<file path="config.mk">
export PLATFORM = sky130hd
export DESIGN_NAME = aisc_ctrl
export DESIGN_NICKNAME = d
export VERILOG_FILES = /design/src/rtl/aisc_pkg.sv /design/src/rtl/aisc_ctrl.sv
export VERILOG_INCLUDE_DIRS = /design/src /design/src/rtl
export SDC_FILE = /design/constraint.sdc
export NUM_CORES = 1
export LEC_CHECK = 0
export BUFFER_PORTS_ARGS = -buffer_cell sky130_fd_sc_hd__buf_2
export CAP_MARGIN = 10
export CORE_MARGIN = 2
export CORE_UTILIZATION = 45
export DETAILED_ROUTE_END_ITERATION = 8
export GPL_ROUTABILITY_DRIVEN = 0
export GPL_TIMING_DRIVEN = 0
export PLACE_DENSITY = 0.7
export SLEW_MARGIN = 10
export SYNTH_ARGS = -nofsm -noshare
export SYNTH_HDL_FRONTEND = slang
export SYNTH_SLANG_ARGS = --single-unit
</file>
<file path="constraint.sdc">
create_clock -name clk -period 2.65 [get_ports clk]
set_clock_uncertainty 0.2 [all_clocks]
set_input_delay 0.265 -clock clk [delete_from_list [all_inputs] [get_ports clk]]
set_output_delay 0.265 -clock clk [all_outputs]
set_load 0.005 [all_outputs]
</file>
<file path="src/rtl/aisc_consts.svh">
/*
  Offsets, field positions, reset values and timing counts of the
  accessory interrupt and switch control block.
  Assumes a 250 MHz system clock.
*/
`ifndef AISC_CONSTS_SVH
`define AISC_CONSTS_SVH

// Register offsets on the byte register port
`define AISC_ADDR_IDENT   8'h01
`define AISC_ADDR_CTRL    8'h02
`define AISC_ADDR_FLAGS1  8'h03
`define AISC_ADDR_FLAGS2  8'h04
`define AISC_ADDR_MASK1   8'h05

// Reset values
`define AISC_CTRL_RESET   8'h1F
`define AISC_FLAG_RESET   8'h00
`define AISC_MASK_RESET   8'h00
`define AISC_ID_RESET     5'h1F

// Identification fields, positions and widths
`define AISC_MAKER_LSB    0
`define AISC_MAKER_W      3
`define AISC_REV_LSB      3
`define AISC_REV_W        5

// Secondary flag width, bits above read zero
`define AISC_SEC_W        5

// Timing: base tick and derived cycle count
`define AISC_CLK_NS       4
`define AISC_TICK_MS      10
`define AISC_TICK_CYCLES  ((`AISC_TICK_MS * 1000000) / `AISC_CLK_NS)

// Switching delay: 10 ms plus 20 ms per code step, in ticks
`define AISC_SWD_BASE     7'h01
`define AISC_SWD_MAXCODE  4'hA

`endif

</file>
<file path="src/rtl/aisc_pkg.sv">
/*
  Types of the accessory interrupt and switch control block.
  Assumes aisc_consts.svh for all numeric values.
*/
`default_nettype none
package aisc_pkg;
  // Control register fields, msb first
  typedef struct packed {
    logic [2:0] rsvd;
    logic       swRelease; // 0 forces all switches open
    logic       rawSel;   // 1 key monitor, 0 periodic conversion
    logic       src;      // 1 automatic, 0 manual
    logic       hold;     // 1 timed close, 0 wait for host
    logic       block;    // master interrupt block
  } ctrl_t;

  // Event pulses from detection logic
  typedef struct packed {
    logic faultCleared;
    logic overTemp;
    logic overvoltage;
    logic longRelease;
    logic longPress;
    logic keyPress;
    logic detach;
    logic attach;
    logic stuckKeyCleared;
    logic stuckKey;
    logic unknownAttach;
    logic avCharger;
  } evt_t;

  // Switch closure sequencing, Gray along the path
  typedef enum logic [1:0] {
    SW_IDLE   = 2'b00,
    SW_DELAY  = 2'b01,
    SW_CLOSED = 2'b11,
    SW_HOST   = 2'b10
  } sw_state_t;
endpackage
`default_nettype wire

</file>
<file path="src/rtl/aisc_ctrl.sv">
/*
  Host-visible control and interrupt logic of the accessory detector:
  identification, control, two read-clear flag registers, one mask
  register, switch closure sequencing and ID conversion pacing.
  Assumes a serial slave engine on the same clock drives the byte
  register port, and detection logic gives one-cycle event pulses.
*/
// Behaviour
// - Unblocked: drive interrupts, closure timed by hold.
// - Blocked: pin low, no closing except test cable.
// - Control resets to 1F, upper bits zero.
// - Hold 0: wait, close on host writing 1.
// - Hold 1: close after programmed delay.
// - Delay 10 ms plus 20 ms per code.
// - Source bit picks manual or detected settings.
// - Release 0 forces every switch open.
// - Report select 0: periodic conversion, flag changes.
// - Wake field sets conversion interval 50-1000 ms.
// - Report select 1: key monitor, key events.
// - Flags1 bits 0-4: attach, detach, key events.
// - Flags1 bits 5-7: overvoltage, overtemp, cleared.
// - Flags2 bits 0-1: charger on AV, unknown.
// - Flags2 bit 2: conversion change, select 0 only.
// - Flags2 bits 3-4 stuck key; 7-5 zero.
// - Mask1 bit suppresses same flag's interrupt; resets zero.
// - Identity read-only: maker low, revision high.
`include "aisc_consts.svh"
`default_nettype none
module aisc_ctrl #(
  parameter int TICK_CYCLES = `AISC_TICK_CYCLES,
  // Arbitrary identity values
  parameter logic [2:0] MAKER_CODE    = 3'h5,
  parameter logic [4:0] REVISION_CODE = 5'h0B
) (
  // Clock and reset
  input  wire logic            clk,
  input  wire logic            reset,
  // Byte register port from serial engine
  input  wire logic [7:0]      regAddr,
  input  wire logic            regWr,
  input  wire logic            regRd,
  input  wire logic [7:0]      regWrData,
  output var  logic [7:0]      regRdData,
  // Detection side
  input  wire aisc_pkg::evt_t  evIn,
  input  wire logic            idDone,
  input  wire logic            factoryTestCable,
  input  wire logic [3:0]      wakeCode,
  input  wire logic [3:0]      swWaitCode,
  input  wire logic            idValid,
  input  wire logic [4:0]      idResult,
  // Switch settings
  input  wire logic [7:0]      manualSel,
  input  wire logic [7:0]      autoSel,
  // Outputs
  output var  logic            irqOutPin,
  output var  logic [7:0]      switchCtl,
  output var  logic            idConvStart,
  output var  logic            keyMonitorEn
);
  localparam int TW = $clog2(TICK_CYCLES + 1);

  // Registers
  aisc_pkg::ctrl_t    ctrl_q;      // Control
  logic [7:0]         flags1_q;    // Primary flags
  logic [4:0]         flags2_q;    // Secondary flags
  logic [7:0]         mask1_q;     // Primary suppress mask
  logic [7:0]         rdData_q;    // Read data
  logic               irq_q;       // Pin level
  logic [7:0]         sw_q;        // Switch drive
  logic               conv_q;      // Conversion start pulse
  logic               keyEn_q;     // Key monitor enable
  logic [4:0]         lastId_q;    // Last conversion result
  aisc_pkg::sw_state_t state_q;    // Closure sequencer
  aisc_pkg::sw_state_t state_d;
  logic [TW-1:0]      swPre_q;     // Delay prescaler
  logic [6:0]         swCnt_q;     // Delay ticks left
  logic [TW-1:0]      wkPre_q;     // Wake prescaler
  logic [6:0]         wkCnt_q;     // Wake ticks done

  // Address decode
  wire hitIdent = (regAddr == `AISC_ADDR_IDENT);
  wire hitCtrl  = (regAddr == `AISC_ADDR_CTRL);
  wire hitF1    = (regAddr == `AISC_ADDR_FLAGS1);
  wire hitF2    = (regAddr == `AISC_ADDR_FLAGS2);
  wire hitM1    = (regAddr == `AISC_ADDR_MASK1);
  wire wrCtrl   = regWr & hitCtrl;
  wire wrM1     = regWr & hitM1;
  wire rdF1     = regRd & hitF1;
  wire rdF2     = regRd & hitF2;

  // Identity word, fixed
  wire [7:0] identWord = {REVISION_CODE, MAKER_CODE};

  // Read mux, unmapped offsets read zero
  wire [7:0] rdMux =
    hitIdent ? identWord :
    hitCtrl  ? ctrl_q :
    hitF1    ? flags1_q :
    hitF2    ? {3'h0, flags2_q} :
    hitM1    ? mask1_q : 8'h00;

  // Key events only counted in key monitor mode
  wire keyMode = ctrl_q.rawSel;

  // Primary event vector in flag order
  wire [7:0] set1 = {
    evIn.faultCleared,
    evIn.overTemp,
    evIn.overvoltage,
    evIn.longRelease & keyMode,
    evIn.longPress & keyMode,
    evIn.keyPress & keyMode,
    evIn.detach,
    evIn.attach};

  // Conversion change detect, only in periodic mode
  wire idChange = idValid & ~ctrl_q.rawSel & (idResult != lastId_q);

  // Secondary event vector in flag order
  wire [4:0] set2 = {
    evIn.stuckKeyCleared,
    evIn.stuckKey,
    idChange,
    evIn.unknownAttach,
    evIn.avCharger};

  // Set wins over read clear
  wire [7:0] flags1_d = (flags1_q & ~{8{rdF1}}) | set1;
  wire [4:0] flags2_d = (flags2_q & ~{5{rdF2}}) | set2;

  // Pending unmasked flags; no second mask here
  wire pend = |(flags1_q & ~mask1_q) | (|flags2_q);

  // Control write keeps reserved bits zero
  wire [7:0] ctrl_d = wrCtrl ? {3'h0, regWrData[4:0]} : ctrl_q;

  // Delay in ticks: 1 + 2*code, code clamped
  wire [3:0] swCode = (swWaitCode > `AISC_SWD_MAXCODE) ?
                      `AISC_SWD_MAXCODE : swWaitCode;
  wire [6:0] swTicks = `AISC_SWD_BASE + {2'h0, swCode, 1'b0};

  // Wake interval table in ticks
  function automatic logic [6:0] wakeTicks(input logic [3:0] c);
    logic [6:0] t;
    t = 7'h64;
    unique case (c)
      4'h0: t = 7'h05;
      4'h1: t = 7'h0A;
      4'h2: t = 7'h0F;
      4'h3: t = 7'h14;
      4'h4: t = 7'h1E;
      4'h5: t = 7'h28;
      4'h6: t = 7'h32;
      4'h7: t = 7'h3C;
      4'h8: t = 7'h46;
      4'h9: t = 7'h50;
      4'hA: t = 7'h5A;
      default: t = 7'h64;  // Above table: longest
    endcase
    return t;
  endfunction

  wire [6:0] wkTarget = wakeTicks(wakeCode);

  // Prescaler wraps
  wire swTick = (swPre_q == TW'(TICK_CYCLES - 1));
  wire wkTick = (wkPre_q == TW'(TICK_CYCLES - 1));
  wire wkDone = wkTick & (wkCnt_q + 7'h01 >= wkTarget);

  // Delay expiry: last tick of last count
  wire swExpire = swTick & (swCnt_q == 7'h01);

  // Closure sequencing
  always_comb begin
    state_d = state_q;
    unique case (state_q)
      aisc_pkg::SW_IDLE: begin
        if (idDone) begin
          // Hold bit picks timed or host-gated
          state_d = ctrl_q.hold ? aisc_pkg::SW_DELAY
                                : aisc_pkg::SW_HOST;
        end
      end
      aisc_pkg::SW_DELAY: begin
        if (!ctrl_q.hold) begin
          state_d = aisc_pkg::SW_HOST;
        end else if (swExpire) begin
          state_d = aisc_pkg::SW_CLOSED;
        end
      end
      aisc_pkg::SW_HOST: begin
        if (ctrl_q.hold) begin
          state_d = aisc_pkg::SW_CLOSED;
        end
      end
      aisc_pkg::SW_CLOSED: begin
        state_d = state_q;
      end
    endcase
    // Detach always reopens
    if (evIn.detach) begin
      state_d = aisc_pkg::SW_IDLE;
    end
  end

  // Switch drive: release, block and source gating
  wire swAllowed = ctrl_q.swRelease &
                   (~ctrl_q.block | factoryTestCable) &
                   (state_q == aisc_pkg::SW_CLOSED);
  wire [7:0] swSel = ctrl_q.src ? autoSel : manualSel;
  wire [7:0] sw_d  = swAllowed ? swSel : 8'h00;

  // Register file
  always_ff @(posedge clk) begin
    if (reset) begin
      ctrl_q   <= `AISC_CTRL_RESET;
      mask1_q  <= `AISC_MASK_RESET;
      flags1_q <= `AISC_FLAG_RESET;
      flags2_q <= 5'h00;
      rdData_q <= 8'h00;
    end else begin
      ctrl_q   <= ctrl_d;
      mask1_q  <= wrM1 ? regWrData : mask1_q;
      flags1_q <= flags1_d;
      flags2_q <= flags2_d;
      rdData_q <= regRd ? rdMux : rdData_q;
    end
  end

  // Pin and mode outputs
  always_ff @(posedge clk) begin
    if (reset) begin
      irq_q   <= 1'b0;
      sw_q    <= 8'h00;
      keyEn_q <= 1'b1;
    end else begin
      irq_q   <= ~ctrl_q.block & pend;
      sw_q    <= sw_d;
      keyEn_q <= ctrl_q.rawSel;
    end
  end

  // Sequencer and delay counter; prescaler restarts for a full first tick
  always_ff @(posedge clk) begin
    if (reset) begin
      state_q <= aisc_pkg::SW_IDLE;
      swPre_q <= '0;
      swCnt_q <= 7'h00;
    end else begin
      state_q <= state_d;
      if (state_q != aisc_pkg::SW_DELAY) begin
        swPre_q <= '0;
        swCnt_q <= swTicks;
      end else begin
        swPre_q <= swTick ? '0 : swPre_q + TW'(1);
        swCnt_q <= swTick ? swCnt_q - 7'h01 : swCnt_q;
      end
    end
  end

  // Periodic conversion pacing, only in periodic mode
  always_ff @(posedge clk) begin
    if (reset || ctrl_q.rawSel) begin
      wkPre_q <= '0;
      wkCnt_q <= 7'h00;
      conv_q  <= 1'b0;
    end else begin
      wkPre_q <= wkTick ? '0 : wkPre_q + TW'(1);
      wkCnt_q <= wkDone ? 7'h00 : (wkTick ? wkCnt_q + 7'h01 : wkCnt_q);
      conv_q  <= wkDone;
    end
  end

  // Last conversion result for change compare
  always_ff @(posedge clk) begin
    if (reset) begin
      lastId_q <= `AISC_ID_RESET;
    end else if (idValid) begin
      lastId_q <= idResult;
    end
  end

  assign regRdData    = rdData_q;
  assign irqOutPin    = irq_q;
  assign switchCtl    = sw_q;
  assign idConvStart  = conv_q;
  assign keyMonitorEn = keyEn_q;

  // Checks
  a_ctrl_reset: assert property (@(posedge clk)
    $past(reset) && !reset |-> ctrl_q == `AISC_CTRL_RESET)
    else $error("control not at reset value");

  a_irq_blocked: assert property (@(posedge clk) disable iff (reset)
    ctrl_q.block |=> !irqOutPin)
    else $error("interrupt pin active while blocked");

  a_irq_pending: assert property (@(posedge clk) disable iff (reset)
    !ctrl_q.block && |(flags1_q & ~mask1_q) |=> irqOutPin)
    else $error("unmasked flag did not raise pin");

  a_attach_flag: assert property (@(posedge clk) disable iff (reset)
    evIn.attach |=> flags1_q[0])
    else $error("attach flag not set");

  a_read_clear: assert property (@(posedge clk) disable iff (reset)
    rdF1 && set1 == 8'h00 |=> flags1_q == 8'h00 && regRdData == $past(flags1_q))
    else $error("primary flags not cleared by read");

  a_ident_read: assert property (@(posedge clk) disable iff (reset)
    regRd && hitIdent |=> regRdData == {REVISION_CODE, MAKER_CODE})
    else $error("identity read wrong");

  a_release_open: assert property (@(posedge clk) disable iff (reset)
    !ctrl_q.swRelease |=> switchCtl == 8'h00)
    else $error("switches closed while released");

  a_manual_src: assert property (@(posedge clk) disable iff (reset)
    swAllowed && !ctrl_q.src |=> switchCtl == $past(manualSel))
    else $error("manual settings not followed");

  a_host_close: assert property (@(posedge clk) disable iff (reset)
    state_q == aisc_pkg::SW_HOST && ctrl_q.hold && !evIn.detach
      |=> state_q == aisc_pkg::SW_CLOSED)
    else $error("no immediate close on hold write");

  a_adc_gated: assert property (@(posedge clk) disable iff (reset)
    ctrl_q.rawSel && !flags2_q[2] |=> !flags2_q[2])
    else $error("conversion change flagged in key mode");

  a_key_mode: assert property (@(posedge clk) disable iff (reset)
    ctrl_q.rawSel ##1 ctrl_q.rawSel |-> keyMonitorEn && !idConvStart)
    else $error("key mode outputs wrong");
endmodule
`default_nettype wire

</file>
* Yosys cells after proc, flatten, opt, wreduce, memory -nomap -nowiden
Memories as Yosys holds them, arrays and structs flattened. Cells that the tools add are included.
Storage, ports and cells: bits in registers 110, memory bits (read-only) 112, logic and storage cells 97, memories 1
Cells by class: add/subtract/negate cells 5, order comparisons 2, equality and inequality tests 16, muxes and demuxes 15, bitwise gates (word level) 28, reductions and logical operators 11
Memory list:
- (name not given) | depth 16, width 7, rd ports 1, clocked after memory_dff 0, write ports 0, line aisc_ctrl.sv:147 | unique case (c)
Operators with widths (number):
- $mux W8 | 6
- $add A22 B1 Y22 const B | 2
- $eq A22 B22 Y1 const B | 2
- $and A8 B8 Y8 | 2
- $eq A8 B2 Y1 const B | 2
- $eq A8 B3 Y1 const B | 2
- $not A8 Y8 | 2
- $and A1 B1 Y1 | 14
- $mux W7 | 2
- $mux W2 | 5
- $eq A8 B1 Y1 const B | 1
- $or A8 B8 Y8 | 1
- $reduce_or A2 Y1 | 4
- $reduce_or A8 Y1 | 1
- $add A7 B1 Y7 const B | 1
- $eq A7 B1 Y1 const B | 1
- $ge A7 B7 Y1 | 1
- $sub A7 B1 Y7 const B | 1
- $add A1 B5 Y6 const A | 1
- $pmux W2 S3 | 1
- $and A5 B5 Y5 | 1
- $ne A5 B5 Y1 | 1
- $not A5 Y5 | 1
- $or A5 B5 Y5 | 1
- other kinds (15) | 21

* Longest topological paths before layout
depth in word-level cells 6, mapped depth 11, depth with buffers taken out 11

* Worst setup path after synthesis
OpenSTA, ideal clock, no wires.
kind register -> register, start register wkCnt_q[0], end register wkCnt_q[2], library setup time 73 ps, arrival 2401 ps, slack -24 ps, cell stages (with the launch flop) 11, path buffers 0, cell sequence dfxtp_1 ha_1 nand3_1 xor2_1 inv_1 ha_1 a211oi_1 nor2_1 a211oi_1 or3b_4 o22ai_2
Between the ends: word-level cells in the longest chain between the ends 4
RTL lines:
- start: declaration | line aisc_ctrl.sv:79 | logic [6:0] wkCnt_q;
- start signal: assignment | line aisc_ctrl.sv:270 | wkCnt_q <= wkDone ? 7'h00 : (wkTick ? wkCnt_q + 7'h01 : wkCnt_q);
- $add A7 B1 Y7 (*) | line aisc_ctrl.sv:169, aisc_ctrl.sv:270
- $ge A7 B7 Y1 | line aisc_ctrl.sv:169 | wire wkDone = wkTick & (wkCnt_q + 7'h01 >= wkTarget);
- $and A1 B1 Y1 | line aisc_ctrl.sv:169
- $reduce_or A2 Y1 (no line)
Mark *: on every way between the ends. The rest lies on a longest branch, timed or not. A chain may end at the register's enable or synchronous reset.

* Worst setup path after layout
start register wkCnt_q[1], end register wkCnt_q[2]
Same word-level chain as after synthesis.

==> metrics.yaml <==
run_status:
  outcome: "finished with violations"
  violations: "design-rule violations"
setup_path:
  r2r_cells: 11
  crit_slowest_cell: "or3b_4"
  critPathArrivalTime_ns: 2.59
  cp_top_family: "simple AND/OR/NAND/NOR gates"
  slowest_delay_ns: 0.48
  rr_startpoint: "wkCnt_q[1]"
  cp_num_buf_inv: 1
  cp-endpoint: "wkCnt_q[2]"
  critPathCaptureType: "flop"
  cp-start-kind: "flop"
  critPathMaxFanout: 7
  critPathKind: "flop to flop"
  worstPathRequired_ns: 2.72
  cp-startpoint: "wkCnt_q[1]"
  path_depth: 11
  cp_cell_sequence: "ha_4 -> nand2_1 -> nor2_2 -> xnor2_2 -> inv_1 -> ha_1 -> nand4_1 -> nor2_1 -> a211oi_2 -> or3b_4 -> o22ai_2"
  rr_endpoint: "wkCnt_q[2]"
  rrSetupSlack_ns: 0.13
clocking:
  root_buffer: "clkbuf_16"
  cts_made_buffers: 9
  cts_buffer_depth: 2
  cts_tree: "done"
  htreeDepth: 3
  worstSkewPairLatency_ns: 0.34
  clkSinkCount: 110
  cts.clk_slew.worst_paths_ns: 0.07
pwr:
  swShare: 0.225
  clkPwrFrac: 0.422
  power_switching_uw: 783
  p_leak_nw: 2.73
  pwr-share-comb: 0.089
  p_per_area_mw_per_mm2: 509
  p_int_mw: 2.70
  seqPwrFrac: 0.489
  peakVddDrop_mv: 0.366
logic_synthesis:
  synth_common_cells: "dfxtp_1, nor2_1, nand2_1, inv_1, xor2_1"
  synth_seq_cells: 110
  ys_seq_area_frac: 0.410
  synth-edff-count: 0
  synth_nets: 702
  yosysTopAreaCellShare: 0.410
  synth_area_mm2: 0.00537
  async_flop_share: 0
  yosysWarnings: 0
  yosysUniqueCellTypes: 57
  synth_ff_type: "dfxtp_1"
  synth.most_common_cell: "dfxtp_1"
  syn_area_per_cell_um2: 8.68
  yosys-top-cells-area: "dfxtp_1, nor2_1, xor2_1"
  yosys.area.top_type: "dfxtp_1"
  synth_cells: 618
grt:
  grt_pass1_wl_um: 22300
  grt.overflow.total: 0
  antenna_found_initial: 0
  grt_pass1_vias: 4962
  grt_max_degree: 19
  grt_usage: 0.211
detailed_routing:
  ant_nets: 0
  viasPerCell: 5.29
  via_count: 4782
  routedWlPerCell_um: 14.5
  drc: 1
  first_pass_iters: 8
  wl_um: 13200
  drt-initial-drc-count: 174
die:
  die_h_um: 113
  initial_utilization: 0.466
  rows: 39
  ioPinCount: 83
  coreArea_mm2: 0.0115
  dieArea_mm2: 0.0128
  die_w_um: 113
timing:
  hold_violations: 0
  setup_slack_ns: 0.131
  fin_hold_ws_ns: 0.104
  fin_crit_sh: 0.951
  drv_slew: 0
  tightest_slew_ns: 0.760
  fin_crit_ns: 2.52
  slew_headroom: 0.489
  setup_viol: 0
  clock.fmax_mhz: 397
final_layout:
  seq_area_mm2: 0.00221
  syn_to_final_growth_pct: 27.3
  drive_gt1_frac: 0.179
  multi_input_area_mm2: 0.00303
  final_nets: 840
  antenna_cells: 0
  fillCellCount: 959
place:
  hpwl_um: 8940
  dp_slack_ns: -0.288
  io_buffers: 77
run:
  maxCapViolCount: 0
hold_path:
  hp-class: "input pin to flop"
-- worst min-delay path: stages --
cell and delay (ns):
buf_2 0.11, a21oi_1 0.14, a2111oi_0 0.07
-- state kept, by name, summed over array words and instances, names as in the netlist, 2 cells and up --
| name | flops |
|---|---|
| flags1_q | 8 |
| ctrl_q | 4 |
| regRdData | 8 |
| lastId_q | 5 |
| wkCnt_q | 7 |
| wkPre_q | 22 |
| flags2_q | 5 |
| mask1_q | 8 |
| swCnt_q | 7 |
| swPre_q | 22 |
| state_q | 2 |
| switchCtl | 8 |
-- final cells by class --
| cell class | instances | area share |
|---|---|---|
| Buffer | 24 | 0.0139 |
| Clock buffer | 10 | 0.0350 |
| Tap cell | 143 | 0.0262 |
| Sequential cell | 110 | 0.324 |
| Timing Repair Buffer | 127 | 0.127 |
| Clock inverter | 6 | 0.0136 |
| Multi-Input combinational cell | 454 | 0.444 |
| Inverter | 30 | 0.0165 |
-- layout by cell type, fill, tap and decap left out, drive strengths merged, types with 6 or more instances in the layout --
cell	instances
a211o	7
a21oi	28
a22o	8
and3	6
buf	88
clkbuf	30
dfxtp	110
dlygate4sd3	43
ha	20
inv	31
mux2i	25
nand2	43
nand2b	17
nand3	29
nand4	17
nor2	97
nor2b	10
nor3	14
nor4	10
nor4b	6
o21ai	12
xnor2	22
xor2	29
-- worst min path at each step --
stage	endpoint	startpoint	slack [ns]	depth (start not counted)
2_1_floorplan	state_q[0]	evIn[5]	0.15	1
3_3_place_gp	swPre_q[0]	swPre_q[0]	0.24	1
3_5_place_dp	regRdData[3]	regRdData[3]	0.26	2
4_1_cts	swCnt_q[3]	swWaitCode[2]	0.09	3
5_1_grt	swCnt_q[3]	swWaitCode[2]	0.12	3
6_report	swCnt_q[3]	swWaitCode[2]	0.10	3
-- cells by family after synthesis --
group           after synthesis  synth area share
compound gates               85             0.111
flops                       110             0.410
fa+ha+maj                    20            0.0466
mux                          27            0.0508
simple gates                271             0.260
buf+inv                      54            0.0387
xor+xnor                     51            0.0832
-- power groups by stage --
stage / logic [mW] / clock network, mW / registers, mW
floorplan: 0.158 / 0 / 1.74
global route: 0.340 / 1.57 / 1.71
global placement: 0.237 / 0 / 1.74
CTS: 0.300 / 1.50 / 1.70
detailed placement: 0.249 / 0 / 1.74
finish: 0.308 / 1.47 / 1.70
-- metal layers --
layer,vias to the layer above,share of wire,GRT usage
li1,2437,-,-
met1,2224,0.44,0.248
met2,111,0.51,0.384
met3,10,0.048,0.0450
met4,0,0.0094,0.0642
met5,-,0,0
-- repair_timing --
action / CTS / global route
gates resized for setup: 7 / 13
cloned: 0 / 0
setup endpoints to repair: 7 / 7
pin swaps: 1 / 4
endpoints found under the hold margin: 39 / 0
hold buffers: 43 / 0
setup buffers: 4 / 3
-- through the flow --
stage	cell area, um^2	cells	TNS [ns]	total power [mW]	utilization
2_1_floorplan	5370	618	0	1.89	-
3_3_place_gp	5940	838	-0.891	1.98	0.516
3_5_place_dp	5940	838	-1.83	1.99	0.516
4_1_cts	6770	901	0	3.51	0.587
5_1_grt	6830	904	-0.0287	3.62	0.593
6_report	6830	904	0	3.48	0.593
Note: power is estimated with default switching activity, not from simulation.
